==> src/swt_pkg.sv <==
// Function
// - Control bit 7 set: wake timer stops after one expiry; clear: repeats.
// - Control bit 6 picks post-wake radio state: zero receive, one transmit.
// - Stay-awake timer expiry after a wake-up returns device to sleep.
// - Transmit FIFO write during sleep raises accept interrupt only after waking.
// - Control bit 5 set starts stay-awake timer at each automatic wake-up.
// - Control bit 4 enables automatic wake at wake timer expiry.
// - Control bit 3, reset one: RC oscillator always on, or only asleep.
// - Control bit 2 picks timer clock: external slow pin or RC oscillator.
// - Control bit 0 written one enters sleep, zero returns to normal.
// - Divider bits 7:4 give stay-awake prescale: none, 128 up to 16384.
// - Divider bits 3:0 give wake prescale: none, 128 up to 16384.
// - Wake interval is clock period times prescale times interval plus one.
// - Interval lower byte sits in its own register after the upper byte.
// - Stay-awake period is clock period times prescale times value plus one.
`default_nettype none
package swt_pkg;

    // ----------------------------------------
    // Register map
    // ----------------------------------------
    localparam logic [7:0] ADDR_CTRL = 8'h2d;
    localparam logic [7:0] ADDR_PRESCALE = 8'h2e;
    localparam logic [7:0] ADDR_INTERVAL_HI = 8'h2f;
    localparam logic [7:0] ADDR_INTERVAL_LO = 8'h30;
    localparam logic [7:0] ADDR_STAY = 8'h31;

    localparam logic [7:0] CTRL_RESET = 8'h08;
    localparam logic [7:0] PRESCALE_RESET = 8'h00;
    localparam logic [7:0] INTERVAL_RESET = 8'h00;
    localparam logic [7:0] STAY_RESET = 8'h00;

    // ----------------------------------------
    // Control fields
    // ----------------------------------------
    localparam int BIT_SINGLE_SHOT = 7;
    localparam int BIT_POST_WAKE_TX = 6;
    localparam int BIT_STAY_EN = 5;
    localparam int BIT_AUTO_WAKE = 4;
    localparam int BIT_RC_SLEEP_ONLY = 3;
    localparam int BIT_CLK_SRC_RC = 2;
    localparam int BIT_SLEEP = 0;

    // ----------------------------------------
    // Timing
    // ----------------------------------------
    localparam int CLK_FREQ_HZ = 25_000_000;
    localparam int RC_FREQ_HZ = 32_768;
    localparam int RC_DIV_CYCLES = CLK_FREQ_HZ / RC_FREQ_HZ;
    localparam int RC_CNT_W = 10;
    localparam logic [RC_CNT_W-1:0] RC_LAST = RC_CNT_W'(RC_DIV_CYCLES - 1);
    localparam int PRESCALE_W = 14;

    typedef enum logic [1:0] {
        SWT_AWAKE,
        SWT_ASLEEP,
        SWT_WOKEN
    } swt_state_t;

    // Terminal count of a prescaler for a divider code
    function automatic logic [PRESCALE_W-1:0] prescale_last(input logic [3:0] code);
        logic [PRESCALE_W-1:0] last;
        last = 14'h3fff;
        case (code)
            4'h0: last = 14'h0000;
            4'h1: last = 14'h007f;
            4'h2: last = 14'h00ff;
            4'h3: last = 14'h01ff;
            4'h4: last = 14'h03ff;
            4'h5: last = 14'h07ff;
            4'h6: last = 14'h0fff;
            4'h7: last = 14'h1fff;
            default: last = 14'h3fff;
        endcase
        return last;
    endfunction

endpackage
`default_nettype wire

==> src/swt_top.sv <==
`timescale 1ns/10ps
`default_nettype none
module swt_top (
    input wire logic ref_clk_in,
    input wire logic resetn_in,
    input wire logic [7:0] reg_addr_in,
    input wire logic [7:0] reg_wdata_in,
    input wire logic reg_wr_in,
    input wire logic reg_rd_in,
    output logic [7:0] reg_rdata_out,
    input wire logic external_slow_clock_in,
    input wire logic sync_detect_in,
    input wire logic tx_fifo_write_in,
    output logic sleep_state_out,
    output logic rx_on_out,
    output logic tx_on_out,
    output logic rc_osc_run_out,
    output logic tx_accept_irq_out
);

    // ----------------------------------------
    // Registers
    // ----------------------------------------
    logic [7:0] ctrl_reg;
    logic [7:0] ctrl_next;
    logic [7:0] prescale_reg;
    logic [7:0] interval_hi_reg;
    logic [7:0] interval_lo_reg;
    logic [7:0] stay_reg;
    logic [7:0] rdata_reg;
    logic [7:0] rdata_next;
    swt_pkg::swt_state_t state_reg;
    swt_pkg::swt_state_t state_next;
    logic [15:0] wake_cnt_reg;
    logic [15:0] wake_cnt_next;
    logic [7:0] stay_cnt_reg;
    logic [7:0] stay_cnt_next;
    logic oneshot_done_reg;
    logic oneshot_done_next;
    logic pend_reg;
    logic pend_next;
    logic irq_reg;
    logic irq_next;
    logic rx_on_reg;
    logic rx_on_next;
    logic tx_on_reg;
    logic tx_on_next;
    logic rc_run_reg;
    logic wake_run;
    logic slow_tick;
    logic wake_tick;
    logic stay_tick;

    // ----------------------------------------
    // Address decode
    // ----------------------------------------
    wire wr_ctrl = reg_wr_in & (reg_addr_in == swt_pkg::ADDR_CTRL);
    wire wr_prescale = reg_wr_in & (reg_addr_in == swt_pkg::ADDR_PRESCALE);
    wire wr_int_hi = reg_wr_in & (reg_addr_in == swt_pkg::ADDR_INTERVAL_HI);
    wire wr_int_lo = reg_wr_in & (reg_addr_in == swt_pkg::ADDR_INTERVAL_LO);
    wire wr_stay = reg_wr_in & (reg_addr_in == swt_pkg::ADDR_STAY);
    wire wr_interval = wr_int_hi | wr_int_lo;

    // ----------------------------------------
    // Control fields
    // ----------------------------------------
    wire single_shot_select = ctrl_reg[swt_pkg::BIT_SINGLE_SHOT];
    wire post_wake_state_select = ctrl_reg[swt_pkg::BIT_POST_WAKE_TX];
    wire stay_awake_timer_enable = ctrl_reg[swt_pkg::BIT_STAY_EN];
    wire auto_wake_enable = ctrl_reg[swt_pkg::BIT_AUTO_WAKE];
    wire rc_osc_sleep_only = ctrl_reg[swt_pkg::BIT_RC_SLEEP_ONLY];
    wire wake_clock_source_select = ctrl_reg[swt_pkg::BIT_CLK_SRC_RC];
    wire [3:0] wake_prescale = prescale_reg[3:0];
    wire [3:0] stay_awake_prescale = prescale_reg[7:4];
    wire [15:0] wake_interval_value = {interval_hi_reg, interval_lo_reg};
    wire [7:0] stay_awake_value = stay_reg;
    wire host_sleep = reg_wdata_in[swt_pkg::BIT_SLEEP];

    wire asleep = (state_reg == swt_pkg::SWT_ASLEEP);
    wire woken = (state_reg == swt_pkg::SWT_WOKEN);
    wire rc_run_next = ~rc_osc_sleep_only | (state_next == swt_pkg::SWT_ASLEEP);

    // ----------------------------------------
    // Timer clocking
    // ----------------------------------------
    swt_slow_tick u_slow_tick (
        .ref_clk_in(ref_clk_in),
        .resetn_in(resetn_in),
        .external_slow_clock_in(external_slow_clock_in),
        .rc_select_in(wake_clock_source_select),
        .rc_run_in(rc_run_reg),
        .tick_out(slow_tick)
    );

    swt_prescaler u_wake_prescaler (
        .ref_clk_in(ref_clk_in),
        .resetn_in(resetn_in),
        .tick_in(slow_tick),
        .code_in(wake_prescale),
        .clear_in(~wake_run | wr_interval),
        .tick_out(wake_tick)
    );

    swt_prescaler u_stay_prescaler (
        .ref_clk_in(ref_clk_in),
        .resetn_in(resetn_in),
        .tick_in(slow_tick),
        .code_in(stay_awake_prescale),
        .clear_in(~woken),
        .tick_out(stay_tick)
    );

    // ----------------------------------------
    // Wake timer
    // ----------------------------------------
    assign wake_run = auto_wake_enable & ~oneshot_done_reg;
    // Reload takes the byte being written, not the stale one
    wire [15:0] wake_load_value = {(wr_int_hi ? reg_wdata_in : interval_hi_reg),
                                   (wr_int_lo ? reg_wdata_in : interval_lo_reg)};
    wire wake_zero = (wake_cnt_reg == 16'h0000);
    wire wake_expire = wake_run & wake_tick & wake_zero;

    assign wake_cnt_next = (!wake_run || wr_interval) ? wake_load_value :
                           (!wake_tick) ? wake_cnt_reg :
                           wake_zero ? wake_interval_value :
                           wake_cnt_reg - 16'h0001;

    // Set on expiry wins over a control write in the same cycle
    assign oneshot_done_next = (wake_expire & single_shot_select) |
                               (oneshot_done_reg & ~wr_ctrl);

    // ----------------------------------------
    // Stay-awake timer
    // ----------------------------------------
    wire stay_zero = (stay_cnt_reg == 8'h00);
    wire stay_expire = woken & stay_tick & stay_zero;

    assign stay_cnt_next = (!woken) ? stay_awake_value :
                           (stay_tick && !stay_zero) ? stay_cnt_reg - 8'h01 :
                           stay_cnt_reg;

    // ----------------------------------------
    // Sleep state machine
    // ----------------------------------------
    wire auto_wake = asleep & wake_expire & auto_wake_enable;

    always_comb
    begin
        state_next = state_reg;
        case (state_reg)
            swt_pkg::SWT_AWAKE:
            begin
                if (wr_ctrl && host_sleep)
                begin
                    state_next = swt_pkg::SWT_ASLEEP;
                end
            end
            swt_pkg::SWT_ASLEEP:
            begin
                if (wr_ctrl && !host_sleep)
                begin
                    state_next = swt_pkg::SWT_AWAKE;
                end
                else if (auto_wake && !wr_ctrl)
                begin
                    if (stay_awake_timer_enable)
                    begin
                        state_next = swt_pkg::SWT_WOKEN;
                    end
                    else
                    begin
                        state_next = swt_pkg::SWT_AWAKE;
                    end
                end
            end
            swt_pkg::SWT_WOKEN:
            begin
                if (wr_ctrl)
                begin
                    state_next = host_sleep ? swt_pkg::SWT_ASLEEP : swt_pkg::SWT_AWAKE;
                end
                else if (stay_expire)
                begin
                    state_next = swt_pkg::SWT_ASLEEP;
                end
                else if (sync_detect_in && !post_wake_state_select)
                begin
                    state_next = swt_pkg::SWT_AWAKE;
                end
            end
            default:
            begin
                state_next = swt_pkg::SWT_AWAKE;
            end
        endcase
    end

    // ----------------------------------------
    // Radio state after wake
    // ----------------------------------------
    wire to_sleep = (state_next == swt_pkg::SWT_ASLEEP);
    wire to_normal = asleep & ~to_sleep & (~auto_wake | wr_ctrl);

    assign rx_on_next = ~to_sleep & ~to_normal &
                        (auto_wake ? ~post_wake_state_select : rx_on_reg);
    assign tx_on_next = ~to_sleep & ~to_normal &
                        (auto_wake ? post_wake_state_select : tx_on_reg);

    // ----------------------------------------
    // Transmit accept interrupt
    // ----------------------------------------
    assign pend_next = asleep & (pend_reg | tx_fifo_write_in);
    assign irq_next = ~asleep & (pend_reg | tx_fifo_write_in);

    // ----------------------------------------
    // Register writes and reads
    // ----------------------------------------
    assign ctrl_next = {(wr_ctrl ? reg_wdata_in[7:1] : ctrl_reg[7:1]), to_sleep};

    assign rdata_next = (reg_addr_in == swt_pkg::ADDR_CTRL) ? ctrl_reg :
                        (reg_addr_in == swt_pkg::ADDR_PRESCALE) ? prescale_reg :
                        (reg_addr_in == swt_pkg::ADDR_INTERVAL_HI) ? interval_hi_reg :
                        (reg_addr_in == swt_pkg::ADDR_INTERVAL_LO) ? interval_lo_reg :
                        (reg_addr_in == swt_pkg::ADDR_STAY) ? stay_reg :
                        8'h00;

    always_ff @(posedge ref_clk_in or negedge resetn_in)
    begin
        if (!resetn_in)
        begin
            ctrl_reg <= swt_pkg::CTRL_RESET;
            prescale_reg <= swt_pkg::PRESCALE_RESET;
            interval_hi_reg <= swt_pkg::INTERVAL_RESET;
            interval_lo_reg <= swt_pkg::INTERVAL_RESET;
            stay_reg <= swt_pkg::STAY_RESET;
            rdata_reg <= 8'h00;
        end
        else
        begin
            ctrl_reg <= ctrl_next;
            if (wr_prescale)
            begin
                prescale_reg <= reg_wdata_in;
            end
            if (wr_int_hi)
            begin
                interval_hi_reg <= reg_wdata_in;
            end
            if (wr_int_lo)
            begin
                interval_lo_reg <= reg_wdata_in;
            end
            if (wr_stay)
            begin
                stay_reg <= reg_wdata_in;
            end
            if (reg_rd_in)
            begin
                rdata_reg <= rdata_next;
            end
        end
    end

    // ----------------------------------------
    // Timer and state flops
    // ----------------------------------------
    always_ff @(posedge ref_clk_in or negedge resetn_in)
    begin
        if (!resetn_in)
        begin
            state_reg <= swt_pkg::SWT_AWAKE;
            wake_cnt_reg <= 16'h0000;
            stay_cnt_reg <= 8'h00;
            oneshot_done_reg <= 1'b0;
            pend_reg <= 1'b0;
            irq_reg <= 1'b0;
            rx_on_reg <= 1'b0;
            tx_on_reg <= 1'b0;
            rc_run_reg <= 1'b0;
        end
        else
        begin
            state_reg <= state_next;
            wake_cnt_reg <= wake_cnt_next;
            stay_cnt_reg <= stay_cnt_next;
            oneshot_done_reg <= oneshot_done_next;
            pend_reg <= pend_next;
            irq_reg <= irq_next;
            rx_on_reg <= rx_on_next;
            tx_on_reg <= tx_on_next;
            rc_run_reg <= rc_run_next;
        end
    end

    // ----------------------------------------
    // Outputs
    // ----------------------------------------
    assign reg_rdata_out = rdata_reg;
    assign sleep_state_out = ctrl_reg[swt_pkg::BIT_SLEEP];
    assign rx_on_out = rx_on_reg;
    assign tx_on_out = tx_on_reg;
    assign rc_osc_run_out = rc_run_reg;
    assign tx_accept_irq_out = irq_reg;

endmodule
`default_nettype wire

==> src/swt_slow_tick.sv <==
`timescale 1ns/10ps
`default_nettype none
module swt_slow_tick (
    input wire logic ref_clk_in,
    input wire logic resetn_in,
    input wire logic external_slow_clock_in,
    input wire logic rc_select_in,
    input wire logic rc_run_in,
    output logic tick_out
);

    logic ext_prev_reg;
    logic [swt_pkg::RC_CNT_W-1:0] rc_cnt_reg;
    logic [swt_pkg::RC_CNT_W-1:0] rc_cnt_next;
    logic tick_reg;
    wire ext_rise = external_slow_clock_in & ~ext_prev_reg;
    wire rc_hit = rc_run_in & (rc_cnt_reg == swt_pkg::RC_LAST);
    wire tick_next = rc_select_in ? rc_hit : ext_rise;

    // ----------------------------------------
    // RC oscillator model, stopped when idle
    // ----------------------------------------
    assign rc_cnt_next = (!rc_run_in || rc_hit) ? '0 : rc_cnt_reg + 1'b1;

    always_ff @(posedge ref_clk_in or negedge resetn_in)
    begin
        if (!resetn_in)
        begin
            ext_prev_reg <= 1'b0;
            rc_cnt_reg <= '0;
            tick_reg <= 1'b0;
        end
        else
        begin
            ext_prev_reg <= external_slow_clock_in;
            rc_cnt_reg <= rc_cnt_next;
            tick_reg <= tick_next;
        end
    end

    assign tick_out = tick_reg;

endmodule
`default_nettype wire

==> src/swt_prescaler.sv <==
`timescale 1ns/10ps
`default_nettype none
module swt_prescaler (
    input wire logic ref_clk_in,
    input wire logic resetn_in,
    input wire logic tick_in,
    input wire logic [3:0] code_in,
    input wire logic clear_in,
    output logic tick_out
);

    logic [swt_pkg::PRESCALE_W-1:0] cnt_reg;
    logic [swt_pkg::PRESCALE_W-1:0] cnt_next;
    wire [swt_pkg::PRESCALE_W-1:0] last = swt_pkg::prescale_last(code_in);
    wire hit = tick_in & (cnt_reg >= last);

    // ----------------------------------------
    // Divide slow ticks by the coded factor
    // ----------------------------------------
    assign cnt_next = clear_in ? '0 : (hit ? '0 : (tick_in ? cnt_reg + 1'b1 : cnt_reg));
    assign tick_out = hit & ~clear_in;

    always_ff @(posedge ref_clk_in or negedge resetn_in)
    begin
        if (!resetn_in)
        begin
            cnt_reg <= '0;
        end
        else
        begin
            cnt_reg <= cnt_next;
        end
    end

endmodule
`default_nettype wire

==> config.mk <==
export PLATFORM = sky130hd
export DESIGN_NAME = swt_top
export DESIGN_NICKNAME = d
export VERILOG_FILES = /design/src/swt_pkg.sv /design/src/swt_top.sv /design/src/swt_slow_tick.sv /design/src/swt_prescaler.sv
export SDC_FILE = /design/constraint.sdc
export NUM_CORES = 1
export LEC_CHECK = 0
export BUFFER_PORTS_ARGS = -buffer_cell sky130_fd_sc_hd__buf_2
export CELL_PAD_IN_SITES_DETAIL_PLACEMENT = 1
export CELL_PAD_IN_SITES_GLOBAL_PLACEMENT = 1
export CORE_MARGIN = 10
export CORE_UTILIZATION = 52
export DETAILED_ROUTE_END_ITERATION = 7
export PLACE_DENSITY_LB_ADDON = 0.08
export SLEW_MARGIN = 40
export SYNTH_ARGS = -nofsm -noshare
export SYNTH_HDL_FRONTEND = slang
export SYNTH_SLANG_ARGS = --single-unit
==> constraint.sdc <==
create_clock -name ref_clk_in -period 4.5 [get_ports ref_clk_in]
set_input_delay 1.35 -clock ref_clk_in [delete_from_list [all_inputs] [get_ports ref_clk_in]]
set_output_delay 1.35 -clock ref_clk_in [all_outputs]
set_load 0.005 [all_outputs]
==> impl_metrics.yaml <==
status:
  outcome: "finished clean"
cts:
  clk_path_buf_depth: 2
  cts_setup_buffers: 0
  cts_tree: "yes"
  path_clk_slew_ns: 0.06
  cts_buffers: 17
  cts_max_level: 4
  cts_resized: 0
  cts_num_sinks: 120
  clk_latency_ns: 0.42
  holdBufCountCts: 0
  clockRootBuffer: "clkbuf_16"
route:
  drtIter0Drc: 391
  drtAntennaViolNets: 0
  routedWlPerCell_um: 22.3
  dr.pass1.iters: 7
  via_count: 5759
  drc_errors: 0
  avgViaCountPerCell: 6.23
  drt_wl_total_um: 20600
power:
  pwr_density_cell_mw_per_mm2: 420
  power.static_leakage_nw: 3.54
  vdd_drop_max_v: 0.000253
global_route:
  grt_max_degree: 49
  grt_overflow: 0
  grt_use_total: 0.233
  antenna_found_initial: 1
  grt_pass1_vias: 6162
  grt_pass1_wl_um: 33300
placed_design:
  numPortBuffers: 35
  gp_congestion: 0.958
  placed_cells_incl_taps: 891
  place_area_mm2: 0.00704
  place_hpwl_um: 13800
floorplan:
  initial_core_util: 0.530
  die_area_mm2: 0.0178
  std_cell_rows: 41
  io_pins: 36
  chipWidth_um: 133
  coreArea_mm2: 0.0126
  fp.dieH_um: 133
worst_hold_path:
  hold_path_class: "reg -> reg"
sta:
  grt_setup_unrepaired: "false"
  finalHoldViolations: 0
  max_freq_mhz: 274
  slew_violations: 0
  worst_pin_slew_ns: 0.813
  period_minus_slack_ns: 3.64
  max_slew_margin: 0.454
  final.period_utilization: 0.810
  timing.hold.ws_ns: 0.494
  setup_viol: 0
  skew_ns: 0.00930
  fin_setup_tns_ns: 0
worst_setup_path:
  critical-path-top-delay-family: "simple AND/OR/NAND/NOR gates"
  critical_path.max_fanout: 13
  critPathCaptureType: "register"
  critical_path_class: "in -> reg"
  cp.buffers_inverters: 1
  crit_arrival_ns: 4.00
  worstPathCellList: "buf_2 > nor3b_1 > nand4_1 > nand4_1 > nor2_1 > a41oi_1 > o221a_2 > nand2b_1"
  start_kind: "input pin"
  cpMostUsedCell: "nand4_1"
  slowest_delay_ns: 0.66
  cp.required_ns: 4.85
  critPathSlowestCell: "nand4_1"
final_layout:
  largest_reg_flops: 16
  area_growth_pct: 14.8
  final_core_util: 0.609
  drive_above_1_share: 0.174
  fin_area_mm2: 0.00768
  multi_input_area_mm2: 0.00351
  final_cells: 924
  layout.nets: 789
  nFillCells: 1417
  regArea_mm2: 0.00300
synth:
  synth-edff-count: 0
  ys.warnings.count: 0
  synth_fp_nets: 755
  yosysUniqueCellTypes: 62
  synthArstFlopShare: 1.00
  syn_area_per_cell_um2: 9.51
  synth_top_area_cell: "dfrtp_1"
  ys_ff_latch: 120
  synth-seq-area-share: 0.449
  yosysMostFrequentCell: "dfrtp_1"
  syn-cell-area_mm2: 0.00669
  synth_common_cells: "dfrtp_1, nand2_1, nor2_1, a21oi_1, o21ai_0"
  netlist.area_leader.share: 0.445
  synth_ff_type: "dfrtp_1"
  synthCells: 704
  synth_area_leaders: "dfrtp_1, mux2_2, ha_1, a21oi_1, nand2_1"
flow_run:
  cap_viol_max_count: 0
kinds of logic (layout without fill, tap and decap cells):
family,after synthesis,in the layout,share of synthesized area
AND/OR/NAND/NOR,242,242,0.176
other,0,1,0
buffers and inverters,49,96,0.0297
flip-flops,120,120,0.449
AO/OA/AOI/OAI,182,182,0.164
XOR/XNOR,25,25,0.0327
adder cells (fa/ha/maj),28,28,0.0523
multiplexers,58,58,0.0955
worst min-delay path: cells and delay by family, from the launching register on:
family           cells  cell delay [ns]
DFF                  1             0.32
and+or+nand+nor      2             0.13
placed cells by master, fill, tap and decap left out, types with 3 or more instances in the layout:
cell type	instances
dfrtp_1	119
nand2_1	71
nor2_1	69
a21oi_1	65
o21ai_0	49
mux2_2	47
buf_2	34
ha_1	28
inv_1	19
nand3_1	18
xor2_1	18
clkbuf_16	17
and3_1	14
nor3_1	12
mux2i_1	11
a21o_1	9
a31oi_1	9
a211oi_1	9
nand4_1	9
buf_4	8
nand2b_1	7
xnor2_1	7
nand3b_1	6
and2_1	5
nor4_1	5
o22ai_1	5
o2111ai_1	5
o31ai_1	4
nor2b_1	4
bufinv_16	4
clkbuf_1	4
a22oi_1	3
o211ai_1	3
clkbuf_8	3
clkinv_2	3
routing by layer:
layer  wire length (um)  up-vias  global-route usage
li1                   -     2626                   -
met4                438        0              0.0798
met1               8860     2943               0.282
met5                  0        -                   0
met3                812       40              0.0477
met2              10500      150               0.402
per-stage QoR:
step | setup WS (ns) | power [mW]
after global placement | 0.703 | 1.72
after global routing | 0.638 | 3.34
after floorplan | 1.36 | 1.58
final | 0.855 | 3.22
after CTS | 0.898 | 3.23
after detailed placement | 0.485 | 1.75
power by group:
part | internal [mW] | leakage, nW | switching [mW]
sequential | 1.15 | 1.60 | 0.0877
clock | 0.968 | 0.304 | 0.495
combinational | 0.201 | 1.63 | 0.321
total | 2.32 | 3.54 | 0.903
area by class of cell:
| type | count | area share |
|---|---|---|
| timing repair buffer | 43 | 0.0326 |
| inverter | 21 | 0.0103 |
| multi-input combinational | 535 | 0.456 |
| tap | 172 | 0.0280 |
| sequential | 120 | 0.391 |
| clock inverter | 8 | 0.0186 |
| antenna | 1 | 0.000326 |
| clock buffer | 24 | 0.0627 |
path summary, 6_finish.rpt:
| kind | slack [ns] | depth (start not counted) | startpoint | to |
|---|---|---|---|---|
| min in group asynchronous | 0.95 | 1 | resetn_in | u_slow_tick.rc_cnt_reg[2] |
| max | 0.86 | 8 | reg_addr_in[7] | rc_osc_run_out |
| max in group asynchronous | 2.67 | 2 | resetn_in | stay_awake_value[0] |
| max reg2reg | 1.09 | 11 | prescale_reg[7] | rc_osc_run_out |
| min | 0.49 | 2 | pend_reg | tx_accept_irq_out |
| min reg2reg | 0.49 | 2 | pend_reg | tx_accept_irq_out |
No activity file was read; power rests on OpenSTA's default activity.
